### src/common/adc_cfg_consts.svh
// Offsets, field positions, reset values and widths of the config bank
`ifndef ADC_CFG_CONSTS_SVH
`define ADC_CFG_CONSTS_SVH

// ----------------------------------------------------------------------
// Register offsets (command byte carries offset bits 7:1)
// ----------------------------------------------------------------------
`define OFS_CONV_INTERVAL 9'h04E
`define OFS_SETTLING      9'h050
`define OFS_SERIAL_CFG    9'h052

// ----------------------------------------------------------------------
// Serial configuration field positions
// ----------------------------------------------------------------------
`define CFG_IRQ_EN_BIT  3'h7
`define CFG_SEL_POL_BIT 3'h6
`define CFG_CHR_BIT     3'h2
`define CFG_CPHA_BIT    3'h1
`define CFG_CPOL_BIT    3'h0
`define CFG_WRITE_MASK  8'hC7

// ----------------------------------------------------------------------
// Reset values and character framing
// ----------------------------------------------------------------------
`define RST_CONV_INTERVAL 16'h013F
`define RST_SETTLING      16'h002F
`define RST_SERIAL_CFG    8'h80
`define CMD_WRITE_BIT     3'h7
`define LAST_BIT_NARROW   4'h7
`define LAST_BIT_WIDE     4'hF

`endif

### src/common/adc_cfg_pkg.sv
// Types shared by the ADC timing and serial configuration bank
package adc_cfg_pkg;

  // Position inside one select-framed serial transaction
  typedef enum logic [1:0] {
    FR_CMD,
    FR_DATA_HI,
    FR_DATA_LO,
    FR_DONE
  } frame_e;

  // Complete state of the bank
  typedef struct packed {
    logic        ssel_meta;
    logic        ssel_sync;
    logic        sclk_meta;
    logic        sclk_sync;
    logic        sclk_prev;
    logic        mosi_meta;
    logic        mosi_sync;
    logic [15:0] interval;
    logic [15:0] settling;
    logic [7:0]  cfg;
    frame_e      frame;
    logic [3:0]  bit_cnt;
    logic [15:0] shift_in;
    logic [15:0] shift_out;
    logic        is_write;
    logic [6:0]  addr;
    logic [7:0]  data_hi;
    logic        miso;
    logic        miso_oe;
    logic        char_irq;
    logic [15:0] conv_cnt;
    logic [15:0] settle_cnt;
    logic        conv_start;
  } state_s;

endpackage

### src/logic/adc_timing_and_spi_config.sv
// ADC conversion pacing and serial-port configuration bank, serial slave
`include "adc_cfg_consts.svh"

module adc_timing_and_spi_config (
  // Clock and reset
  input  wire logic        i_clock,
  input  wire logic        i_reset_n,
  // Serial slave pins from the external master
  input  wire logic        i_sclk,
  input  wire logic        i_ssel,
  input  wire logic        i_mosi,
  output logic             o_miso,
  output logic             o_miso_oe,
  // ADC sequencing
  input  wire logic        i_mux_switch,
  output logic             o_conv_start,
  // Mirrors and character interrupt towards the internal processor
  output logic [15:0]      o_conv_interval,
  output logic [15:0]      o_settling_delay,
  output logic [7:0]       o_serial_config,
  output logic             o_char_irq
);

  // ----------------------------------------------------------------------
  // State and decode helpers
  // ----------------------------------------------------------------------
  adc_cfg_pkg::state_s s_r;       // Registered state
  adc_cfg_pkg::state_s s_nxt;     // Next state
  logic                selected;  // Select at its active level
  logic                lead;      // Leading clock edge seen
  logic                trail;     // Trailing clock edge seen
  logic                samp_edge; // Edge that samples MOSI
  logic                shft_edge; // Edge that launches MISO
  logic                char_done; // Last bit of a character sampled
  logic                wr_en;     // Register write commits this cycle
  logic [15:0]         wr_data;   // Word being written
  logic [15:0]         char_word; // Character including the new bit
  logic [15:0]         rd_word;   // Word answered to a read command
  logic [3:0]          last_bit;  // Bit index that ends a character

  // Read data of the addressed register; unmapped reads as zero
  function automatic logic [15:0] read_word(
    input logic [6:0]          addr,
    input adc_cfg_pkg::state_s st
  );
    logic [15:0] w;
    w = 16'h0000;
    if (addr == `OFS_CONV_INTERVAL >> 1) begin
      w = st.interval;
    end else if (addr == `OFS_SETTLING >> 1) begin
      w = st.settling;
    end else if (addr == `OFS_SERIAL_CFG >> 1) begin
      w = {8'h00, st.cfg};
    end
    return w;
  endfunction

  // ----------------------------------------------------------------------
  // Next-state logic
  // ----------------------------------------------------------------------
  // Everything is computed here; the single register stage follows
  always_comb begin
    s_nxt      = s_r;
    wr_en      = 1'b0;
    wr_data    = 16'h0000;
    char_done  = 1'b0;
    char_word  = {s_r.shift_in[14:0], s_r.mosi_sync};
    rd_word    = read_word(s_r.addr, s_r);
    s_nxt.conv_start = 1'b0;
    s_nxt.char_irq   = 1'b0;

    // Two-stage synchronisers; only the second stage is decoded
    s_nxt.ssel_meta = i_ssel;
    s_nxt.ssel_sync = s_r.ssel_meta;
    s_nxt.sclk_meta = i_sclk;
    s_nxt.sclk_sync = s_r.sclk_meta;
    s_nxt.sclk_prev = s_r.sclk_sync;
    s_nxt.mosi_meta = i_mosi;
    s_nxt.mosi_sync = s_r.mosi_meta;

    // Select is active at the level held in the polarity bit
    selected = (s_r.ssel_sync == s_r.cfg[`CFG_SEL_POL_BIT]);
    // Leading edge leaves the idle level, trailing returns to it
    lead  = (s_r.sclk_sync != s_r.sclk_prev) &&
            (s_r.sclk_sync != s_r.cfg[`CFG_CPOL_BIT]);
    trail = (s_r.sclk_sync != s_r.sclk_prev) &&
            (s_r.sclk_sync == s_r.cfg[`CFG_CPOL_BIT]);
    // Phase bit swaps which edge samples and which launches
    samp_edge = s_r.cfg[`CFG_CPHA_BIT] ? trail : lead;
    shft_edge = s_r.cfg[`CFG_CPHA_BIT] ? lead : trail;
    last_bit  = s_r.cfg[`CFG_CHR_BIT] ? `LAST_BIT_WIDE
                                      : `LAST_BIT_NARROW;

    s_nxt.miso_oe = selected;
    if (!selected) begin
      // Idle select: abandon any partial character or frame
      s_nxt.bit_cnt = 4'h0;
      s_nxt.frame   = adc_cfg_pkg::FR_CMD;
    end else begin
      // Launch the next read bit, MSB first
      if (shft_edge) begin
        s_nxt.miso      = s_r.shift_out[15];
        s_nxt.shift_out = {s_r.shift_out[14:0], 1'b0};
      end
      // Sample MOSI and count bits of the character
      if (samp_edge) begin
        s_nxt.shift_in = char_word;
        if (s_r.bit_cnt == last_bit) begin
          char_done      = 1'b1;
          s_nxt.bit_cnt  = 4'h0;
          s_nxt.char_irq = s_r.cfg[`CFG_IRQ_EN_BIT];
          case (s_r.frame)
            adc_cfg_pkg::FR_CMD: begin
              // Command byte: write flag and word offset
              s_nxt.is_write = char_word[`CMD_WRITE_BIT];
              s_nxt.addr     = char_word[6:0];
              rd_word        = read_word(char_word[6:0], s_r);
              // The next launch edge puts out data bit 15 in either
              // phase. In phase 0 that is the trailing edge of this
              // very pulse, so preloading the pin here would make that
              // edge skip straight on to bit 14.
              s_nxt.shift_out = rd_word;
              s_nxt.frame = s_r.cfg[`CFG_CHR_BIT] ? adc_cfg_pkg::FR_DATA_LO
                                                  : adc_cfg_pkg::FR_DATA_HI;
            end
            adc_cfg_pkg::FR_DATA_HI: begin
              // Narrow characters carry the word high byte first
              s_nxt.data_hi = char_word[7:0];
              s_nxt.frame   = adc_cfg_pkg::FR_DATA_LO;
            end
            adc_cfg_pkg::FR_DATA_LO: begin
              wr_data = s_r.cfg[`CFG_CHR_BIT] ? char_word
                                              : {s_r.data_hi, char_word[7:0]};
              wr_en       = s_r.is_write;
              s_nxt.frame = adc_cfg_pkg::FR_DONE;
            end
            default: begin
              // Extra characters in a frame are counted but ignored
              s_nxt.frame = adc_cfg_pkg::FR_DONE;
            end
          endcase
        end else begin
          s_nxt.bit_cnt = s_r.bit_cnt + 4'h1;
        end
      end
    end

    // Register writes land straight in the mirrored controls
    if (wr_en) begin
      if (s_r.addr == `OFS_CONV_INTERVAL >> 1) begin
        s_nxt.interval = wr_data;
      end else if (s_r.addr == `OFS_SETTLING >> 1) begin
        s_nxt.settling = wr_data;
      end else if (s_r.addr == `OFS_SERIAL_CFG >> 1) begin
        // Reserved bits never store, so they always read zero
        s_nxt.cfg = wr_data[7:0] & `CFG_WRITE_MASK;
      end
    end

    // Settling hold: reloaded by every mux switch
    if (i_mux_switch) begin
      s_nxt.settle_cnt = s_r.settling;
    end else if (s_r.settle_cnt != 16'h0000) begin
      s_nxt.settle_cnt = s_r.settle_cnt - 16'h0001;
    end

    // Pacing: one start every interval plus one clocks. The compare is
    // >= so that lowering the interval mid-count cannot strand it.
    if (s_r.conv_cnt >= s_r.interval) begin
      if (s_r.settle_cnt == 16'h0000 && !i_mux_switch) begin
        s_nxt.conv_start = 1'b1;
        s_nxt.conv_cnt   = 16'h0000;
      end
    end else begin
      s_nxt.conv_cnt = s_r.conv_cnt + 16'h0001;
    end

    // Synchronous reset loads the documented defaults
    if (!i_reset_n) begin
      s_nxt            = '0;
      s_nxt.frame      = adc_cfg_pkg::FR_CMD;
      s_nxt.interval   = `RST_CONV_INTERVAL;
      s_nxt.settling   = `RST_SETTLING;
      s_nxt.cfg        = `RST_SERIAL_CFG;
    end
  end

  // ----------------------------------------------------------------------
  // State register
  // ----------------------------------------------------------------------
  always_ff @(posedge i_clock) begin
    s_r <= s_nxt;
  end

  // Outputs come straight from state flip-flops
  assign o_miso           = s_r.miso;
  assign o_miso_oe        = s_r.miso_oe;
  assign o_conv_start     = s_r.conv_start;
  assign o_conv_interval  = s_r.interval;
  assign o_settling_delay = s_r.settling;
  assign o_serial_config  = s_r.cfg;
  assign o_char_irq       = s_r.char_irq;

  // ----------------------------------------------------------------------
  // Checks
  // ----------------------------------------------------------------------
  // Helper counters: cycles since the last start and since a mux switch
  logic [16:0] gap_cnt;
  logic [16:0] since_mux;

  always_ff @(posedge i_clock) begin
    if (!i_reset_n) begin
      gap_cnt   <= 17'h1FFFF;
      since_mux <= 17'h1FFFF;
    end else begin
      gap_cnt   <= o_conv_start ? 17'h00000
                 : (gap_cnt == 17'h1FFFF ? gap_cnt : gap_cnt + 17'h00001);
      since_mux <= i_mux_switch ? 17'h00000
                 : (since_mux == 17'h1FFFF ? since_mux
                                           : since_mux + 17'h00001);
    end
  end
endmodule

### config.mk
export PLATFORM = sky130hd
export DESIGN_NAME = adc_timing_and_spi_config
export DESIGN_NICKNAME = d
export VERILOG_FILES = /design/src/common/adc_cfg_pkg.sv /design/src/logic/adc_timing_and_spi_config.sv
export VERILOG_INCLUDE_DIRS = /design/src /design/src/common
export SDC_FILE = /design/constraint.sdc
export NUM_CORES = 1
export LEC_CHECK = 0
export ABC_AREA = 0
export BUFFER_PORTS_ARGS = -buffer_cell sky130_fd_sc_hd__buf_2
export CORE_ASPECT_RATIO = 0.5
export CORE_MARGIN = 10
export CORE_UTILIZATION = 45
export CTS_CLUSTER_DIAMETER = 120
export DETAILED_ROUTE_END_ITERATION = 10
export GPL_ROUTABILITY_DRIVEN = 0
export PLACE_DENSITY = 0.74
export SLEW_MARGIN = 20
export SYNTH_ARGS = -nofsm -noshare
export SYNTH_HDL_FRONTEND = slang
export SYNTH_SLANG_ARGS = --single-unit
### constraint.sdc
create_clock -name i_clock -period 2.72 [get_ports i_clock]
set_input_delay 0.408 -clock i_clock [delete_from_list [all_inputs] [get_ports i_clock]]
set_output_delay 0.408 -clock i_clock [all_outputs]
set_load 0.02 [all_outputs]
==> results of run 1 <==
==> metal layers <==
| layer | routed length [um] | global-route usage [%] | vias to the layer above |
|---|---|---|---|
| met5 | 0 | 0 | - |
| met4 | 327 | 5.90 | 0 |
| met3 | 1080 | 4.27 | 38 |
| met2 | 8740 | 28.7 | 199 |
| met1 | 8190 | 22.8 | 2800 |
| li1 | - | - | 2815 |
==> sequential cells by signal, indices dropped and copies added, names as in the netlist <==
| signal | count |
|---|---|
| o_conv_interval | 16 |
| o_serial_config | 5 |
| s_r | 76 |
| o_settling_delay | 16 |
| o_conv_start | 1 |
| o_miso_oe | 1 |
| o_miso | 1 |
| char_word | 16 |
| o_char_irq | 1 |
==> how the worst min path moves through the flow <==
stage               startpoint  slack, ns      endpoint  cells after the start
floorplan             s_r[131]       0.41  char_word[0]                      1
global placement      s_r[136]       0.42      s_r[135]                      1
detailed placement    s_r[136]       0.42      s_r[135]                      1
CTS                     i_ssel       0.18      s_r[136]                      2
global route            i_ssel       0.19      s_r[136]                      2
finish                  i_ssel       0.20      s_r[136]                      2
==> critical path: stages (launching register included) <==
cell	delay, ns
dfxtp_1	0.35
inv_1	0.08
ha_1	0.26
nand2b_1	0.14
a2111o_1	0.42
a311oi_1	0.45
and2_1	0.47
mux2_2	0.23
==> final cells by class <==
type / count / area (um^2)
sequential: 133 / 2660
clock inverter: 11 / 221
fill: 1368 / 6950
timing repair buffer: 72 / 425
multi-input combinational: 569 / 3550
inverter: 21 / 78.8
clock buffer: 20 / 447
tap: 198 / 248
==> kinds of logic after synthesis <==
| kind of cell | synth area share (%) |
|---|---|
| muxes | 7.10 |
| adders and majority gates | 3.71 |
| other | 0.0556 |
| buffers and inverters | 8.14 |
| and+or+nand+nor | 23.0 |
| xor gates and xnor gates | 2.99 |
| DFF | 39.5 |
| AOI/OAI and AO/OA | 15.6 |
==> through the flow <==
stage	cell area, um^2	power, mW
detailed placement	6960	2.27
global route	7630	4.99
floorplan	6750	2.22
finish	7630	4.86
CTS	7630	4.87
global placement	6960	2.27
==> synthesized netlist by cell type, types with 8 or more instances <==
master / n / area, um^2
a21oi_1: 67 / 335
a221o_1: 9 / 90.1
a22o_1: 10 / 87.6
and2_1: 16 / 100
and3_1: 9 / 56.3
buf_4: 40 / 300
clkbuf_1: 41 / 154
dfxtp_1: 133 / 2660
ha_1: 20 / 250
inv_1: 21 / 78.8
mux2i_1: 40 / 400
nand2_1: 131 / 492
nand3_1: 25 / 125
nor2_1: 51 / 191
nor2b_1: 8 / 50.1
nor3_1: 27 / 135
nor4_1: 8 / 50.1
o211ai_1: 11 / 82.6
o21ai_0: 17 / 85.1
xnor2_1: 13 / 114
xor2_1: 10 / 87.6
==> where the power goes <==
part	switching, mW	internal, mW
sequential	0.0266	1.98
combinational	0.144	0.0885
clock	0.883	1.75
total	1.05	3.81
==> results by group, run 1 <==
Clock network
  – Clock-pin transition on the worst setup and hold timing paths: around 0.060 ns
  – # hold bufs at CTS: 0
  – CTS tree: yes
  – Clk_lat worst skew: 0.42 ns
  – CTS buffer count: 17
  – Clock tree root driver cell: clkbuf_16
  – Post-CTS Resized: 0
  – Postcts setup bufs: 0
  – H-Tree Depth: 4
  – CTS Buffer Depth: 2
  – CTS sink cnt: 133

Global routing
  – First-pass GRT wire length: ~29 mm
  – Antenna violations before repair: 0
  – Largest net degree at the start of global routing: about 70
  – GRT Util Overall: 17.8%
  – Number of global-route vias before repair: 5382
  – Global route overflow: 0

Floorplan
  – Initial Util: 46.3%
  – Die width: 193 um
  – Placement row count: 31
  – Core ar.: 0.0146 mm^2
  – Die height: 107 um
  – I/O pins: 50
  – Die area: 0.0206 mm^2

Cells and area
  – Most frequent cells in the layout: 133 x dfxtp_1, 131 x nand2_1, 67 x a21oi_1
  – Commonest non-fill, non-tap cell in the layout: dfxtp_1
  – Non-Filler Instances: just over 1000
  – Antenna cell count: 0
  – Area growth, synth to finish: 13.1%
  – Utilization after layout: between 50% and 60%
  – Proportion of layout cells with a drive suffix above 1: 14.3%
  – Nets: 840

Setup path
  – Crit path DAT: 2.82 ns
  – Setup crit end kind: flop
  – CP max FO: 13
  – CP startpoint: s_r[17]
  – Critical Path Sink: s_r[17]
  – Reg2reg end: s_r[17]
  – Critical path required time: 3.09 ns
  – Reg2Reg Setup Slack: between 0.2 and 0.3 ns
  – Reg-to-Reg Start: s_r[17]
  – CP startpoint kind: flop
  – CP Class: flop to flop
  – R2R depth: 7

Timing
  – Setup-failing EPs final: 0
  – RSZ-0062 raised after global routing: no
  – Max Clock Skew: 0.00773 ns
  – Slew margin rel.: roughly 30%
  – TNS Setup: 0 ns
  – Hold Violations, Final: 0
  – Max-slew violations: 0
  – WHS: 0.196 ns
  – PnR worst setup slack: 0.264 ns
  – Final Cycle Share: 90.3%
  – Worst-Margin Slew: 1.04 ns
  – Max Freq: ~410 MHz
  – Min cycle time layout: ~2.5 ns

Place
  – Inst Count DP: 993
  – PortBufs: 46
  – DP Wirelength: 12.9 mm
  – Worst slack, placed: between 0.2 and 0.3 ns

Detailed routing
  – Post-Route WL: about 18 mm
  – Drt initial violations: ~540
  – Pre-Repair DR Iteration Count: 6
  – Vias: 5852
  – Drt via density: 5.71
  – Routed len/inst: 17.9 um
  – DRC: 0
  – Post-route ant nets: 0

Min path
  – HP Class: primary input to flop

Yosys
  – Synth warn: 0
  – Cells after synthesis: between 800 and 900
  – Top FF cell, synth: dfxtp_1
  – EDFF count, synth: 0
  – FFs w/ async S/R, synth: 0%
  – Sequential share of the synthesized area: 39.5%
  – Flops & latches, synth: 133
  – Mapped Area: 0.00675 mm^2
  – Syn Area/Cell: 8.39 um^2
  – Unique masters post-synth: between 60 and 70

Pwr
  – Power Dens Cells: 637 mW/mm^2
  – Max IR drop VDD: around 0.53 mV
  – LEAKAGE: about 3.1 nW

Run
  – Reported max-cap violation count: 0

Outcome
  – Run status: finished, final reports clean
No activity file was read; power rests on OpenSTA's default activity.
==> run 2, diff against run 1 <==
--- a/config.mk
+++ b/config.mk
@@ -11,6 +11,7 @@
 export CORE_ASPECT_RATIO = 0.5
 export CORE_MARGIN = 10
 export CORE_UTILIZATION = 45
+export CTS_BUF_LIST = sky130_fd_sc_hd__clkbuf_2 sky130_fd_sc_hd__clkbuf_4 sky130_fd_sc_hd__clkbuf_8
 export CTS_CLUSTER_DIAMETER = 120
 export DETAILED_ROUTE_END_ITERATION = 10
 export GPL_ROUTABILITY_DRIVEN = 0
==> run 2 against run 1 <==
  * Combinational power about the same
  * Clock skew up 0.0021 ns
  * Critical path depth is 1 lower
  * Die area is the same
  * Largest cell class unchanged
  * Final cell count is the same
  * Core utilization down 1.3 points
  * Hold slack lost 0.033 ns
  * Highest routed layer unchanged
  * Total power down 12%
  * Non-clock buffer count unchanged
  * Global-route usage shrank 0.43 points
  * Cell area decreased by 2.4%
  * Via count fell by 0.87%
==> results by group, run 2 (synthesis gave the netlist of run 1 again) <==
Detailed routing
  – Drt via density: between 5 and 6
  – Vias: between 5000 and 6000
  – Post-Route WL: 18.0 mm
  – Post-route ant nets: 0
  – Drt initial violations: 561
  – DRC: 0
  – Routed len/inst: 17.6 um
  – Pre-Repair DR Iteration Count: 5

Setup path
  – CP max FO: 10
  – Reg2Reg Setup Slack: approximately 0.26 ns
  – Critical path required time: ~3.1 ns
  – CP startpoint kind: flop
  – Reg2reg end: s_r[65]
  – Reg-to-Reg Start: o_serial_config[0]
  – CP Class: flop to flop
  – Setup crit end kind: flop
  – Crit path DAT: between 2 and 3 ns
  – CP startpoint: o_serial_config[0]
  – R2R depth: 6

Clock network
  – # hold bufs at CTS: 0
  – CTS sink cnt: 133
  – CTS Buffer Depth: 2
  – H-Tree Depth: 4
  – Clock tree root driver cell: clkbuf_8
  – CTS tree: yes
  – Post-CTS Resized: 0
  – Clk_lat worst skew: about 0.45 ns
  – Postcts setup bufs: 0
  – Clock-pin transition on the worst setup and hold timing paths: 0.07 ns
  – CTS buffer count: 17

Min path
  – Hold_sp: i_ssel
  – HP Class: primary input to flop
  – Hold path cells: 2
  – Worst Hold Endpoint: s_r[136]

Floorplan
  – Core ar.: approximately 0.015 mm^2
  – Die area: 0.0206 mm^2
  – I/O pins: 50
  – Placement row count: 31
  – Initial Util: 46.3%
  – Die width: just under 200 um
  – Die height: 107 um

Timing
  – Final Cycle Share: 90.5%
  – RSZ-0062 raised after global routing: no
  – Max Freq: 406 MHz
  – Min cycle time layout: ~2.5 ns
  – TNS Setup: 0 ns
  – Max Clock Skew: about 0.01 ns
  – Setup-failing EPs final: 0
  – Slew margin rel.: 31.1%
  – Worst-Margin Slew: 1.03 ns
  – Max-slew violations: 0
  – PnR worst setup slack: 0.258 ns
  – Hold Violations, Final: 0
  – WHS: 0.163 ns

Global routing
  – Largest net degree at the start of global routing: 68
  – First-pass GRT wire length: 28.6 mm
  – Global route overflow: 0
  – GRT Util Overall: 17.3%
  – Number of global-route vias before repair: 5358
  – Antenna violations before repair: 0

Cells and area
  – Nets: 840
  – Utilization after layout: 51.1%
  – Area occupied by multi-input gates: 0.00355 mm^2
  – # fillers: 1392
  – Antenna cell count: 0
  – Most frequent cells in the layout: 133 x dfxtp_1, 131 x nand2_1, 67 x a21oi_1
  – FF+latch area: around 0.0027 mm^2
  – Proportion of layout cells with a drive suffix above 1: roughly 15%
  – Area growth, synth to finish: 10.4%
  – Commonest non-fill, non-tap cell in the layout: dfxtp_1
  – Largest register FFs: 76
  – Largest register by flop count: s_r

Pwr
  – Power consumption: 4.27 mW
  – Max IR drop VDD: 0.305 mV
  – Power Dens Cells: 573 mW/mm^2
  – LEAKAGE: about 3.0 nW

Place
  – PortBufs: 46
  – DP Wirelength: 12.9 mm
  – Worst slack, placed: 0.289 ns

Run
  – Reported max-cap violation count: 0

Outcome
  – Run status: finished, final reports clean
-- run 2: metal layers --
metal | up-vias | track usage, % | share of wire, %
met5 | - | 0 | 0
met4 | 0 | 6.33 | 1.5
met3 | 24 | 3.82 | 7.4
met2 | 212 | 27.4 | 47
met1 | 2749 | 22.7 | 44
li1 | 2816 | - | -
-- run 2: worst max path at each step --
| stage | end | cells after the start |
|---|---|---|
| 2_1_floorplan | s_r[17] | 8 |
| 3_3_place_gp | s_r[17] | 7 |
| 3_5_place_dp | s_r[17] | 7 |
| 4_1_cts | s_r[17] | 7 |
| 5_1_grt | s_r[28] | 7 |
| 6_report | s_r[65] | 6 |
-- run 2: where the power goes --
group	internal (mW)	switching [mW]	total (mW)
clock network	1.23	0.806	2.04
registers	1.97	0.0260	2.00
logic	0.0885	0.142	0.231
total	3.29	0.975	4.27
-- run 2: layout make-up --
class	count	area share (%)
Clock buffer	20	3.53
Clock inverter	11	2.97
Inverter	21	1.06
Multi-Input combinational cell	569	47.6
Sequential cell	133	35.8
Tap cell	198	3.33
Timing Repair Buffer	72	5.71
-- run 2: critical path, stage by stage (launching register included) --
cell     delay [ns]
dfxtp_1        0.44
xor2_1         0.34
mux2i_1        0.21
buf_4          0.21
or4_1          0.71
and2_0         0.23
o31ai_1        0.23
-- run 2: through the flow --
step,cells,area (um^2)
floorplan,806,6750
global route,1024,7450
finish,1024,7450
detailed placement,993,6960
global placement,993,6960
CTS,1024,7450
